[src/hdl/irq_wdt_pkg.sv]
/*
 package for the interrupt and watchdog unit: register offsets, field
 positions, reset values, watchdog timing and the carrier structs.
 assumes a 125 MHz hclk and word-aligned AHB-Lite register access.
*/
package irq_wdt_pkg;

   localparam logic [7:0]  FLAG_REG_OFS   = 8'h00;
   localparam logic [7:0]  ENAB_REG_OFS   = 8'h04;
   localparam logic [7:0]  PWRCTL_REG_OFS  = 8'h08;
   localparam logic [7:0]  PWRCTL2_REG_OFS = 8'h0c;
   localparam logic [7:0]  STAT_REG_OFS   = 8'h10;
   localparam logic [7:0]  PRESC_REG_OFS  = 8'h14;
   localparam logic [7:0]  PORT_REG_OFS   = 8'h18;
   localparam logic [7:0]  LVDS_REG_OFS   = 8'h1c;

   localparam int T0_BIT    = 0;
   localparam int CHG_BIT   = 1;
   localparam int EXT_BIT   = 2;
   localparam int T1_BIT    = 3;
   localparam int WDT_BIT   = 6;
   localparam int LVD_BIT   = 7;
   localparam int RUN_BIT   = 7;
   localparam int LVD_EN_BIT = 5;
   localparam int LVDST_BIT = 6;
   localparam int TO_BIT    = 4;
   localparam int PTW_BIT   = 3;
   localparam int EXTS_BIT  = 6;
   localparam int EDGE_BIT  = 7;

   localparam logic        WDT_RUN_RST = 1'b1;
   localparam logic        TO_N_RST    = 1'b1;
   localparam logic [11:0] TRAP_VECTOR = 12'h001;
   localparam logic [11:0] HW_VECTOR   = 12'h008;

   localparam real CLK_KHZ     = 125000.0;
   localparam real WDT_P0_MS   = 3.5;
   localparam real WDT_P1_MS   = 15.0;
   localparam real WDT_P2_MS   = 60.0;
   localparam real WDT_P3_MS   = 250.0;
   localparam int  WDT_P0_CYC  = int'(WDT_P0_MS * CLK_KHZ);
   localparam int  WDT_P1_CYC  = int'(WDT_P1_MS * CLK_KHZ);
   localparam int  WDT_P2_CYC  = int'(WDT_P2_MS * CLK_KHZ);
   localparam int  WDT_P3_CYC  = int'(WDT_P3_MS * CLK_KHZ);

   typedef struct packed {
      logic enable_irqs_instr;
      logic disable_irqs_instr;
      logic return_from_irq_instr;
      logic trap;
      logic watchdog_clear_instr;
   } core_ops_t;

   typedef struct packed {
      logic       enable;
      logic       irq_mode;
      logic [1:0] period;
   } wdt_cfg_t;

   typedef struct packed {
      logic        fetch;
      logic [11:0] addr;
   } vector_t;

endpackage : irq_wdt_pkg

[src/hdl/irq_wdt_unit.sv]
/*
 interrupt controller, watchdog and low-voltage flag logic of a small mcu,
 with an AHB-Lite register slave. assumes core strobes and timer events
 are one-cycle pulses on hclk; pins and comparator may be asynchronous.
*/
// Chosen here: the register addresses and the AHB-Lite register port.
`timescale 1ns/1ns
`default_nettype none
module irq_wdt_unit
   import irq_wdt_pkg::*;
#(
   parameter int WDT_CYC_0 = WDT_P0_CYC,
   parameter int WDT_CYC_1 = WDT_P1_CYC,
   parameter int WDT_CYC_2 = WDT_P2_CYC,
   parameter int WDT_CYC_3 = WDT_P3_CYC
)
(
   input  wire logic        hclk,
   input  wire logic        hresetn,
   input  wire logic        hsel,
   input  wire logic [31:0] haddr,
   input  wire logic [1:0]  htrans,
   input  wire logic        hwrite,
   input  wire logic [2:0]  hsize,
   input  wire logic [31:0] hwdata,
   input  wire logic        hready,
   output logic             hreadyout,
   output logic             hresp,
   output logic [31:0]      hrdata,
   input  wire wdt_cfg_t    wdt_cfg,
   input  wire core_ops_t   core_ops,
   input  wire logic        timer0_rollover,
   input  wire logic        timer1_wrap,
   input  wire logic [5:0]  port_pins,
   input  wire logic [5:0]  port_is_input,
   input  wire logic        lvd_compare,
   output logic [3:0]       lvd_level,
   output vector_t          vector,
   output logic             irq_request,
   output logic             wdt_reset
);

   typedef struct packed {
      logic [7:0]  flags;
      logic [7:0]  enables;
      logic        global_irq_enable;
      logic        wdt_run;
      logic        lvd_en;
      logic        to_n;
      logic        pre_to_wdt;
      logic [2:0]  pre_sel;
      logic [5:0]  chg_sel;
      logic        ext_sel;
      logic        edge_sel;
      logic [3:0]  lvd_sel;
      logic [5:0]  pin_s1;
      logic [5:0]  pin_s2;
      logic [5:0]  pin_prev;
      logic        lvd_s1;
      logic        lvd_s2;
      logic        lvd_prev;
      logic [24:0] wdt_cnt;
      logic [7:0]  pre_cnt;
      logic        ap_valid;
      logic        ap_write;
      logic [7:0]  ap_addr;
      logic [31:0] rdata;
      vector_t     vec;
      logic        wdt_rst;
   } state_t;

   state_t      state_ff;
   state_t      nxt_state;
   logic [7:0]  events;
   logic        lvd_out;
   logic        wdt_active;
   logic        period_done;
   logic        timeout;
   logic        wr;
   logic        hw_pending;
   logic [24:0] period_last;

   ////////////////////////////////////////////////////////////////////////
   // helpers

   function automatic logic [7:0] pre_last(input logic [2:0] sel,
                                           input logic       irq_mode);
      logic [8:0] ratio;
      ratio = irq_mode ? (9'h002 << sel) : (9'h001 << sel);
      return 8'(ratio - 9'h001);
   endfunction : pre_last

   function automatic logic [3:0] lvd_decode(input logic [3:0] sel);
      logic [3:0] lvl;
      lvl = 4'h0;
      casez (sel)
         4'b0???: lvl = {1'b0, sel[2:0]};
         4'b100?: lvl = 4'h8;
         4'b101?: lvl = 4'h9;
         default: lvl = 4'ha;
      endcase
      return lvl;
   endfunction : lvd_decode

   function automatic logic [31:0] read_mux(input state_t s, input logic [7:0] a,
                                            input logic lo);
      logic [31:0] d;
      d = 32'h0000_0000;
      case (a)
         FLAG_REG_OFS:    d[7:0] = s.flags & s.enables;
         ENAB_REG_OFS:    d[7:0] = s.enables;
         PWRCTL_REG_OFS:  d[7:0] = {s.wdt_run, 1'b0, s.lvd_en, 5'h00};
         PWRCTL2_REG_OFS: d[LVDST_BIT] = lo;
         STAT_REG_OFS:  d[TO_BIT] = s.to_n;
         PRESC_REG_OFS: d[7:0] = {4'h0, s.pre_to_wdt, s.pre_sel};
         PORT_REG_OFS:  d[7:0] = {s.edge_sel, s.ext_sel, s.chg_sel};
         LVDS_REG_OFS:  d[3:0] = s.lvd_sel;
         default:       d = 32'h0000_0000;
      endcase
      return d;
   endfunction : read_mux

   ////////////////////////////////////////////////////////////////////////
   // event detection

   always_comb
   begin
      case (wdt_cfg.period)
         2'd0:    period_last = 25'(WDT_CYC_0 - 1);
         2'd1:    period_last = 25'(WDT_CYC_1 - 1);
         2'd2:    period_last = 25'(WDT_CYC_2 - 1);
         default: period_last = 25'(WDT_CYC_3 - 1);
      endcase
   end

   assign lvd_out     = ~state_ff.lvd_en | state_ff.lvd_s2;
   assign wdt_active  = wdt_cfg.enable & state_ff.wdt_run;
   assign period_done = wdt_active & (state_ff.wdt_cnt == period_last);
   assign timeout     = period_done & (~state_ff.pre_to_wdt |
                        (state_ff.pre_cnt == pre_last(state_ff.pre_sel, wdt_cfg.irq_mode)));
   assign wr          = state_ff.ap_valid & state_ff.ap_write;
   assign hw_pending  = state_ff.global_irq_enable &
                        |(state_ff.flags & state_ff.enables);

   always_comb
   begin
      events          = 8'h00;
      events[T0_BIT]  = timer0_rollover;
      events[T1_BIT]  = timer1_wrap;
      events[WDT_BIT] = timeout & wdt_cfg.irq_mode;
      events[CHG_BIT] = |((state_ff.pin_s2 ^ state_ff.pin_prev) & state_ff.chg_sel &
                          port_is_input & {5'h1f, ~state_ff.ext_sel});
      events[EXT_BIT] = state_ff.ext_sel &
                        (state_ff.edge_sel ? (state_ff.pin_s2[0] & ~state_ff.pin_prev[0])
                                           : (~state_ff.pin_s2[0] & state_ff.pin_prev[0]));
      events[LVD_BIT] = state_ff.lvd_prev & ~lvd_out;
   end

   ////////////////////////////////////////////////////////////////////////
   // next state

   always_comb
   begin
      nxt_state          = state_ff;
      nxt_state.pin_s1   = port_pins;
      nxt_state.pin_s2   = state_ff.pin_s1;
      nxt_state.pin_prev = state_ff.pin_s2;
      nxt_state.lvd_s1   = lvd_compare;
      nxt_state.lvd_s2   = state_ff.lvd_s1;
      nxt_state.lvd_prev = lvd_out;
      nxt_state.wdt_rst  = 1'b0;
      nxt_state.vec      = '0;

      // bus: address phase capture, read data registered for the data phase
      nxt_state.ap_valid = hsel & htrans[1] & hready;
      nxt_state.ap_write = hwrite;
      nxt_state.ap_addr  = haddr[7:0];
      nxt_state.rdata    = read_mux(state_ff, haddr[7:0], lvd_out);
      if (wr)
      begin
         case (state_ff.ap_addr)
            FLAG_REG_OFS:  nxt_state.flags = state_ff.flags & hwdata[7:0];
            ENAB_REG_OFS:  nxt_state.enables = hwdata[7:0];
            PWRCTL_REG_OFS:
            begin
               nxt_state.wdt_run = hwdata[RUN_BIT];
               nxt_state.lvd_en  = hwdata[LVD_EN_BIT];
            end
            PRESC_REG_OFS:
            begin
               nxt_state.pre_to_wdt = hwdata[PTW_BIT];
               nxt_state.pre_sel    = hwdata[2:0];
               if (hwdata[PTW_BIT] != state_ff.pre_to_wdt)
                  nxt_state.pre_cnt = 8'h00;
            end
            PORT_REG_OFS:
            begin
               nxt_state.chg_sel  = hwdata[5:0];
               nxt_state.ext_sel  = hwdata[EXTS_BIT];
               nxt_state.edge_sel = hwdata[EDGE_BIT];
            end
            LVDS_REG_OFS:  nxt_state.lvd_sel = hwdata[3:0];
            default:       nxt_state.flags = state_ff.flags;
         endcase
      end
      nxt_state.flags = nxt_state.flags | events;

      // watchdog
      if (wdt_active)
      begin
         nxt_state.wdt_cnt = period_done ? 25'h0 : 25'(state_ff.wdt_cnt + 25'h1);
         if (period_done && state_ff.pre_to_wdt)
            nxt_state.pre_cnt = timeout ? 8'h00 : 8'(state_ff.pre_cnt + 8'h01);
      end
      if (timeout)
      begin
         nxt_state.to_n    = 1'b0;
         nxt_state.wdt_rst = ~wdt_cfg.irq_mode;
      end
      if (core_ops.watchdog_clear_instr)
      begin
         nxt_state.wdt_cnt = 25'h0;
         if (state_ff.pre_to_wdt)
         begin
            nxt_state.pre_cnt = 8'h00;
            nxt_state.to_n    = 1'b1;
         end
      end

      // global enable and vectoring
      if (core_ops.enable_irqs_instr || core_ops.return_from_irq_instr)
         nxt_state.global_irq_enable = 1'b1;
      if (core_ops.disable_irqs_instr)
         nxt_state.global_irq_enable = 1'b0;
      if (core_ops.trap)
      begin
         nxt_state.vec.fetch         = 1'b1;
         nxt_state.vec.addr          = TRAP_VECTOR;
         nxt_state.global_irq_enable = 1'b0;
      end
      else if (hw_pending)
      begin
         nxt_state.vec.fetch         = 1'b1;
         nxt_state.vec.addr          = HW_VECTOR;
         nxt_state.global_irq_enable = 1'b0;
      end
   end

   always_ff @(posedge hclk or negedge hresetn)
   begin
      if (!hresetn)
      begin
         state_ff         <= '0;
         state_ff.wdt_run <= WDT_RUN_RST;
         state_ff.to_n    <= TO_N_RST;
         state_ff.lvd_s1  <= 1'b1;
         state_ff.lvd_s2  <= 1'b1;
         state_ff.lvd_prev <= 1'b1;
      end
      else
         state_ff <= nxt_state;
   end

   assign hreadyout   = 1'b1;
   assign hresp       = 1'b0;
   assign hrdata      = state_ff.rdata;
   assign lvd_level   = lvd_decode(state_ff.lvd_sel);
   assign vector      = state_ff.vec;
   assign irq_request = hw_pending;
   assign wdt_reset   = state_ff.wdt_rst;

   ////////////////////////////////////////////////////////////////////////
   // checks

   property p_trap_vec;
      @(posedge hclk) disable iff (!hresetn)
      core_ops.trap |=> vector.fetch && vector.addr == 12'h001
                        && !state_ff.global_irq_enable;
   endproperty
   a_trap_vec: assert property (p_trap_vec) else $error("trap vector wrong");

   property p_hw_vec;
      @(posedge hclk) disable iff (!hresetn)
      (hw_pending && !core_ops.trap) |=> vector.fetch && vector.addr == 12'h008
                                         && !state_ff.global_irq_enable;
   endproperty
   a_hw_vec: assert property (p_hw_vec) else $error("hardware vector wrong");

   property p_irq_return;
      @(posedge hclk) disable iff (!hresetn)
      (core_ops.return_from_irq_instr && !core_ops.disable_irqs_instr && !core_ops.trap
       && !hw_pending)
      |=> state_ff.global_irq_enable;
   endproperty
   a_irq_return: assert property (p_irq_return) else $error("return left enable clear");

   property p_set_wins;
      @(posedge hclk) disable iff (!hresetn)
      timer0_rollover |=> state_ff.flags[0];
   endproperty
   a_set_wins: assert property (p_set_wins) else $error("timer0 event lost");

   property p_flag_hold;
      @(posedge hclk) disable iff (!hresetn)
      (state_ff.flags[3] && !(wr && state_ff.ap_addr == FLAG_REG_OFS))
      |=> state_ff.flags[3];
   endproperty
   a_flag_hold: assert property (p_flag_hold) else $error("flag dropped");

   property p_timeout;
      @(posedge hclk) disable iff (!hresetn)
      (timeout && !core_ops.watchdog_clear_instr) |=> !state_ff.to_n
                                        && (wdt_reset == !wdt_cfg.irq_mode);
   endproperty
   a_timeout: assert property (p_timeout) else $error("timeout effect wrong");

   property p_wdt_clear;
      @(posedge hclk) disable iff (!hresetn)
      (core_ops.watchdog_clear_instr && state_ff.pre_to_wdt && !wr)
      |=> state_ff.wdt_cnt == 25'h0 && state_ff.pre_cnt == 8'h00 && state_ff.to_n;
   endproperty
   a_wdt_clear: assert property (p_wdt_clear) else $error("watchdog clear wrong");

   property p_lvd_flag;
      @(posedge hclk) disable iff (!hresetn)
      (state_ff.lvd_en && $fell(state_ff.lvd_s2) && $stable(state_ff.lvd_en))
      |=> state_ff.flags[7];
   endproperty
   a_lvd_flag: assert property (p_lvd_flag) else $error("low voltage flag missed");

   property p_read_gate;
      @(posedge hclk) disable iff (!hresetn)
      (hsel && htrans[1] && hready && !hwrite && haddr[7:0] == FLAG_REG_OFS)
      |=> hrdata[7:0] == ($past(state_ff.flags) & $past(state_ff.enables));
   endproperty
   a_read_gate: assert property (p_read_gate) else $error("flag read not gated");

endmodule : irq_wdt_unit
`default_nettype wire

[config.mk]
export PLATFORM = sky130hd
export DESIGN_NAME = irq_wdt_unit
export DESIGN_NICKNAME = d
export VERILOG_FILES = /design/src/hdl/irq_wdt_pkg.sv /design/src/hdl/irq_wdt_unit.sv
export SDC_FILE = /design/constraint.sdc
export NUM_CORES = 1
export LEC_CHECK = 0
export ABC_AREA = 1
export BUFFER_PORTS_ARGS = -buffer_cell sky130_fd_sc_hd__buf_4
export CORE_MARGIN = 4
export CORE_UTILIZATION = 45
export DETAILED_ROUTE_END_ITERATION = 6
export PLACE_DENSITY = 0.69
export SLEW_MARGIN = 10
export SYNTH_ARGS = -nofsm -noshare
export SYNTH_HDL_FRONTEND = slang
export SYNTH_SLANG_ARGS = --single-unit
[constraint.sdc]
create_clock -name hclk -period 3.2 [get_ports hclk]
set_input_delay 0.64 -clock hclk [delete_from_list [all_inputs] [get_ports hclk]]
set_output_delay 0.64 -clock hclk [all_outputs]
set_load 0.005 [all_outputs]
# Yosys cells after proc, flatten, opt, wreduce, memory -nomap -nowiden
# Cells that the tools add are included.
# Widths: inputs -> output; s select.
dict set report op_classes {
  add_sub_neg 3
  n_eq_ne 19
  shift 2
  mux 31
  n_bitwise 29
  n_reduce_logical 14
}
# operator count
set ops {}
lappend ops {{$pmux 25 s3} 1}
lappend ops {{$mux 8} 9}
lappend ops {{$mux 33} 2}
lappend ops {{$eq 8x5->1 const B} 7}
lappend ops {{$mux 13} 2}
lappend ops {{$add 25x1->25 const B} 1}
lappend ops {{$eq 25x25->1} 1}
lappend ops {{$mux 25} 1}
lappend ops {{$eq 8x4->1 const B} 3}
lappend ops {{$pmux 4 s5} 1}
lappend ops {{$and 6x6->6} 3}
lappend ops {{$and 8x8->8} 2}
lappend ops {{$eq 8x3->1 const B} 2}
lappend ops {{$logic_not 8->1} 2}
lappend ops {{$mux 16} 1}
lappend ops {{$pmux 1 s4} 4}
lappend ops {{$and 1x1->1} 12}
lappend ops {{$pmux 4 s3} 1}
lappend ops {{$reduce_and 2->1} 5}
lappend ops {{$mux 1} 9}
lappend ops {{$add 8x1->8 const B} 1}
lappend ops {{$eq 8x8->1} 1}
lappend ops {{$not 1->1} 8}
lappend ops {{$or 8x8->8} 1}
lappend ops {{16 further kinds} 18}
dict set report totals {
  regBits 122
  inputBits 98
  output_inout_bits 53
  elab_cells 125
}

# Longest topological paths before layout
# Gate-level depths: netlist of the first run.
dict set report depth {
  depth_word 11
  ltp_mapped 18
  mapped_depth_nobuf 18
}

# Worst setup path after synthesis of the first run
# Ideal clock, no wire load.
dict set report synth_timing {
  path_type {in2reg}
  from {input wdt_cfg[2] in the netlist's numbering}
  to {register state_ff[144] in the netlist's numbering}
  setup_ps 76
  t_arrival_ps 2363
  required_time_ps 3124
  path_slack_ps 761
  path_stages 13
  path_buffers 0
  path_cell_list {inv_1 ha_1 nand3_1 ha_1 xor2_1 nand3_1 nor2_1 nand3_1 nor2_2 nand2_2 nand2_2 nand2_1 o21ai_1}
}
# item line_no
set synth_lines {}
lappend synth_lines {{from (decl)} irq_wdt_unit.sv:30} ;# input wire wdt_cfg_t wdt_cfg,
lappend synth_lines {{to (signal assigned)} irq_wdt_unit.sv:261} ;# state_ff <= nxt_state;
lappend synth_lines {{to (decl)} irq_wdt_unit.sv:72} ;# state_t state_ff;

==> run metrics, run 1 <==
dominant cells by area after synthesis=dfrtp_1, nand2_1, buf_4; Sw Ratio=25.8%; post-synthesis cell type count=46; die area=16100 µm²; Final min period=2540 ps; Routed WL per cell=14.4 µm; clock sinks=112; vias post-DR=5409; Port Buffers=62; fillers=1354; synthesized-area fraction occupied by adder cells=1.37%; Area Overhead vs Synth=11.4%; layout cells sized above 1=15.4%; Syn Area/Cell=7.85 µm²; pin count of the biggest net entering global routing=53; Slew @ Worst Pin=663 ps; post-synthesis simple-gate area fraction=28.9%; max-cap viol count=0; GRT Util Overall=18.9%; initial antenna violation count=0; Data arrival, critical path=2830 ps; DRT iter0 DRCs=439; ys async rst share=100%; Synth area leader=dfrtp_1; CTS tree=done; setup_tns=0 ps; clk buf depth=2; VDD IR max=0.222 mV; PD cells=395 nW/µm²; P_int=2.08 mW; clock-pin transition on the worst setup and hold timing paths=80 ps; Synth Area in XOR/XNOR=2.59%; dpl cells=1032; Yosys Warn Count=0; Initial Util=45.9%; DR DRC count=0; combinational fraction of design power=7.5%; cts hold-fix bufs=0; CTS root buffer=clkbuf_16; post-CTS sizing=0; EDFF count, synth=0; min-delay worst type=primary input to async pin; Synth top area share=42.0%; mux contribution to synthesized area=0%; Post-CTS Setup Inserts=0; CP Launch Type=primary input; GPL Wtd Cong=0.926; switching power=0.723 mW; Final Max Slew Viols=0; Mapped Area=6370 µm²; Ports=151; DP Worst Slack=331 ps; via/cell ratio=5.16; post-detail-place hpwl=11500 µm; DIE HEIGHT=127 µm; # diodes=0; area occupied by multi-input gates=2910 µm²; Main synth FF type=dfrtp_1; total leakage power=3.49 nW; Seq cells post-synth=112; Die W=127 µm; Routed WL=15100 µm; WS Path Type=primary input to flip-flop; Congestion Overflow GR=0; Period Utilization, post-route=79.4%; clk_skew=7.78 ps; worst skew pair latency=360 ps; core area=13900 µm²; Worst EP required=3490 ps; RSZ-0062 raised after global routing=no; Compound-Gate Fraction of Synth Area=10.7%; Final Worst Setup Slack=660 ps; largest family of logic cells by synthesized area=simple AND/OR/NAND/NOR gates; vias in the first global route=5003; fin nets=968; Clk pwr share=40.2%; crit-path max FO=7; first-pass GRT wire length=24700 µm; Max Fclk=394 MHz; Final setup viols=0; smallest hold slack=299 ps; register area=2810 µm²; total CTS buffers=9; Crit. End Element=flip-flop; DR pass1 iterations=5; sequential share of the synthesized area=44.1%; Antenna Nets Post-Route=0; # rows=43; Seq pwr share=52.3%; H-Tree Depth=3; final hold violation count=0; non-filler instance count after layout=1048; Layout Utilization=51.1%; run status=finished, final reports clean; Slew HR=55.8%; post-synthesis cell count=811
-- cell type report --
type / count / share of cell area, %
timing repair buffer: 67 / 7.09
inverter: 91 / 4.89
clock inverter: 7 / 1.04
clock buffer: 9 / 3.17
multi-input combinational: 582 / 41.0
tap: 180 / 3.17
sequential: 112 / 39.6
-- sequential cells by signal (all words and copies together) (netlist names) --
| register | flops |
|---|---|
| state_ff | 87 |
| hrdata | 8 |
| wdt_reset | 1 |
| vector | 3 |
| nxt_state | 13 |
-- cells by family after synthesis --
group,Yosys count
flip-flops,112
AO/OA/AOI/OAI,124
AND/OR/NAND/NOR,397
adder cells (fa/ha/maj),7
buffers and inverters,151
other,2
XOR/XNOR,18
-- cell usage after synthesis (2+ instances only) --
master       n
nor2_4       2
nand2_4      2
nor3_1      14
dfstp_2      5
nand3_2      4
o2111ai_1    3
nand2_1    193
buf_2        5
nor4_1       2
a21oi_1     18
conb_1       2
a211oi_1     3
nor2_2      12
clkbuf_1     4
nand3_1     67
a31oi_1      2
buf_6        2
inv_2        8
o211ai_1     8
o21ai_1      9
nand3b_1     2
o21ai_0     68
xor2_1      16
inv_4        2
dfrtp_1    107
o22ai_1     11
nand2_2      9
clkinv_1     2
buf_4       49
nand4_1     24
nor2_1      57
ha_1         7
inv_1       79
-- cell usage in the layout (no fill, tap or decap), types with 18 or more instances in the layout --
| cell type | count |
|---|---|
| buf_4 | 67 |
| o21ai_0 | 68 |
| nor2_1 | 57 |
| nand4_1 | 24 |
| inv_1 | 79 |
| nand2_1 | 193 |
| conb_1 | 36 |
| nand3_1 | 67 |
| dfrtp_1 | 107 |
| a21oi_1 | 18 |
-- power groups by stage --
| stage | clock network, mW | logic [mW] | registers [mW] |
|---|---|---|---|
| 2_1_floorplan | 0 | 0.135 | 1.49 |
| 3_3_place_gp | 0 | 0.210 | 1.49 |
| 3_5_place_dp | 0 | 0.211 | 1.49 |
| 4_1_cts | 1.15 | 0.212 | 1.46 |
| 5_1_grt | 1.20 | 0.240 | 1.47 |
| 6_report | 1.12 | 0.210 | 1.46 |
-- worst max-delay path, stage by stage --
cell,delay [ps]
buf_4,100
inv_1,60
ha_1,380
nand3_1,180
ha_1,260
inv_1,80
nand2_1,50
nand2_1,70
inv_1,40
nand2_1,50
nand2_1,40
nor2_1,110
nand3_1,100
nor2_2,180
nand2_2,150
nand2_2,90
nand3_1,120
nor2_1,120
-- per-layer routing --
metal	track usage [%]	wire length (µm)
met5	0	0
met3	3.51	881
met2	30.2	7040
met4	5.87	274
met1	26.3	6900
-- stage by stage --
stage	total power, mW	instance area, µm²
floorplan	1.62	6500
global route	2.91	7090
global placement	1.70	6800
CTS	2.82	7090
finish	2.80	7090
detailed placement	1.70	6800
-- path summary, 6_finish.rpt --
kind,startpoint,endpoint,slack [ps],depth (start not counted)
setup / recovery,wdt_cfg[2],wdt_reset,660,18
hold / removal,hresetn,state_ff[60],300,1
setup reg to reg,state_ff[122],wdt_reset,670,17
hold reg to reg,nxt_state[100],nxt_state[94],350,0
max in group asynchronous,hresetn,state_ff[49],2110,2
min in group hclk,nxt_state[100],nxt_state[94],350,0
Note: power is estimated with default switching activity, not from simulation.
==> inputs of run 2 (changes only) <==
- ABC_AREA: 1 -> 0
- PLACE_DENSITY: 0.69 -> 0.72
- clock period: 3.2 -> 2.2 ns (I/O delays scaled with it)
==> run metrics, run 2 <==
Synth Area in XOR/XNOR=1.75% (was 2.59%); crit-path max FO=7 (unchanged); dominant cells by area after synthesis=dfrtp_1, buf_4, mux2_2 (was dfrtp_1, nand2_1, buf_4); max-cap viol count=0 (unchanged); Finished Cell Area=7690 µm² (was 7090 µm²); vias in the first global route=4541 (was 5003); clk_skew=10.1 ps (was 7.78 ps); GRT Util Overall=18.5% (was 18.9%); Main synth FF type=dfrtp_1 (unchanged); Initial Util=46.8% (was 45.9%); core area=12800 µm² (was 13900 µm²); H-Tree Depth=3 (unchanged); initial antenna violation count=0 (unchanged); via/cell ratio=5.48 (was 5.16); final hold violation count=0 (unchanged); Slew HR=63.2% (was 55.8%); smallest hold slack=80.4 ps (was 299 ps); CTS root buffer=clkbuf_16 (unchanged); # rows=41 (was 43); RSZ-0062 raised after global routing=yes (was no); GPL Wtd Cong=0.907 (was 0.926); die area=15300 µm² (was 16100 µm²); commonest non-fill, non-tap cell in the layout=buf_4 (was nand2_1); Synth area leader=dfrtp_1 (unchanged); DRT iter0 DRCs=342 (was 439); worst r2r path cells=11 (was 17); fin nets=814 (was 968); Final Max Slew Viols=0 (unchanged); Area Overhead vs Synth=27.9% (was 11.4%); Ports=151 (unchanged); EDFF count, synth=0 (unchanged); Max Fclk=418 MHz; Routed WL per cell=16.4 µm (was 14.4 µm); Compound-Gate Fraction of Synth Area=15.9% (was 10.7%); min-delay worst type=primary input to async pin (unchanged); sequential share of the synthesized area=46.8% (was 44.1%); Data arrival, critical path=2630 ps (was 2830 ps); mux contribution to synthesized area=5.98% (was 0%); post-synthesis simple-gate area fraction=18.4% (was 28.9%); synthesized-area fraction occupied by adder cells=1.46% (was 1.37%); first-pass GRT wire length=21900 µm (was 24700 µm); VDD IR max=0.301 mV (was 0.222 mV); Mapped Area=6010 µm² (was 6370 µm²); post-synthesis cell type count=77 (was 46); clock sinks=112 (unchanged); clock-pin transition on the worst setup and hold timing paths=70 ps (was 80 ps); total leakage power=3.60 nW (was 3.49 nW); Worst EP required=2430 ps (was 3490 ps); Slew @ Worst Pin=553 ps (was 663 ps); DR pass1 iterations=5 (unchanged); Antenna Nets Post-Route=0 (unchanged); pin count of the biggest net entering global routing=45 (was 53); Area after DPL=6980 µm² (was 6800 µm²); Seq cells post-synth=112 (unchanged); post-synthesis cell count=590 (was 811); # diodes=0 (unchanged); Die W=124 µm (was 127 µm); Yosys Warn Count=0 (unchanged); DR DRC count=0 (unchanged); WS Path Type=flip-flop to flip-flop (was primary input to flip-flop); worst skew pair latency=350 ps (was 360 ps); failing checks=setup timing; post-detail-place hpwl=10400 µm (was 11500 µm); cts hold-fix bufs=0 (unchanged); Final min period=2390 ps; largest reg by FF count=state_ff (unchanged); run status=complete, but fails checks (was finished, final reports clean); ys async rst share=100% (unchanged); Congestion Overflow GR=0 (unchanged); CP Launch Type=flip-flop (was primary input); layout cells sized above 1=36.7% (was 15.4%); Period Utilization, post-route=109%; most frequent cells in the layout=buf_4, dfrtp_1, nand2_1 (was nand2_1, dfrtp_1, inv_1); total power=4.41 mW (was 2.80 mW); Final setup viols=16 (was 0); fillers=1042 (was 1354); Layout Utilization=59.9% (was 51.1%); Synth top area share=44.6% (was 42.0%); Syn Area/Cell=10.2 µm² (was 7.85 µm²); total CTS buffers=9 (unchanged); Port Buffers=62 (unchanged); cell with the most instances after synthesis=dfrtp_1 (was nand2_1); vias post-DR=4856 (was 5409); Final Worst Setup Slack=-191 ps (was 660 ps); largest family of logic cells by synthesized area=simple AND/OR/NAND/NOR gates (unchanged); Post-synth top cells=dfrtp_1, nand2_1, buf_4 (was nand2_1, dfrtp_1, inv_1); max reg flops=87 (unchanged); DIE HEIGHT=124 µm (was 127 µm); PD cells=573 nW/µm² (was 395 nW/µm²); Routed WL=14500 µm (was 15100 µm); Crit. End Element=flip-flop (unchanged); clk buf depth=2 (unchanged); CTS tree=done (unchanged)
run 2: cell types whose count changed after synthesis, sizes merged, moves of 10 or more:
cell    previous run  this run
nor2              72        24
nand3             72        26
nand2b             0        12
inv               89        27
or3                1        11
and3               1        12
mux2               0        31
nand4             24         9
nand2            204        52
a21o               0        13
o21ai             77        36
run 2: area by class of cell:
class	count	area (µm²)	area share, %
Timing Repair Buffer	143	1190	15.5
Multi-Input combinational cell	416	3030	39.4
Clock inverter	6	98.8	1.29
Sequential cell	112	2810	36.6
Tap cell	172	215	2.80
Clock buffer	10	229	2.98
Inverter	27	114	1.48
run 2: worst max-delay path: stages (launching register included):
cell	delay (ps)
dfrtp_1	390
inv_2	60
ha_4	300
nand2_4	60
ha_4	190
a22oi_1	190
nand4_1	130
and4_4	250
o311ai_4	340
buf_6	160
a211oi_1	50
a21o_1	180
run 2: metal layers:
layer / routed length (µm) / up-vias / track usage [%]
met2: 7080 / 161 / 29.2
met1: 6230 / 2401 / 25.1
met4: 313 / 0 / 8.24
met3: 902 / 24 / 3.39
met5: 0 / - / 0
li1: - / 2270 / -
run 2: final timing paths:
path                               start              to  slack [ps]
min reg2reg                nxt_state[99]   nxt_state[93]         350
max                        state_ff[122]    state_ff[58]        -190
max reg2reg                state_ff[122]    state_ff[58]        -190
max in group asynchronous        hresetn   state_ff[128]        1430
min in group hclk           port_pins[1]   nxt_state[99]         190
min                              hresetn  nxt_state[100]          80
run 2: where the power goes:
group          internal (mW)  total, mW  switching, mW
sequential              2.11       2.15         0.0368
combinational          0.219      0.470          0.251
clock                   1.02       1.79          0.771
run 2: what timing repair did:
item | 4_1_cts | 5_1_grt
gates resized for setup | 9 | 46
setup endpoints to repair | 20 | 30
endpoints found under the hold margin | 0 | 0
pin swaps | 6 | 21
gates cloned | 0 | 3
buffers inserted | 2 | 11
run 2: cell families (layout without fill, tap and decap cells):
| kind of cell | after synthesis | count (layout) |
|---|---|---|
| mux | 32 | 32 |
| simple gates | 195 | 195 |
| xor+xnor | 12 | 12 |
| compound gates | 134 | 134 |
| flops | 112 | 112 |
| fa+ha+maj | 7 | 7 |
| buf+inv | 96 | 186 |
| other cells | 2 | 36 |
run 2: stage by stage:
stage | instances | setup TNS (ps) | worst slack, ps
5_1_grt | 886 | -3580 | -296
4_1_cts | 872 | -689 | -152
2_1_floorplan | 624 | -46.5 | -46.2
6_report | 886 | -1600 | -191
3_5_place_dp | 854 | -7330 | -380
3_3_place_gp | 854 | -6020 | -317
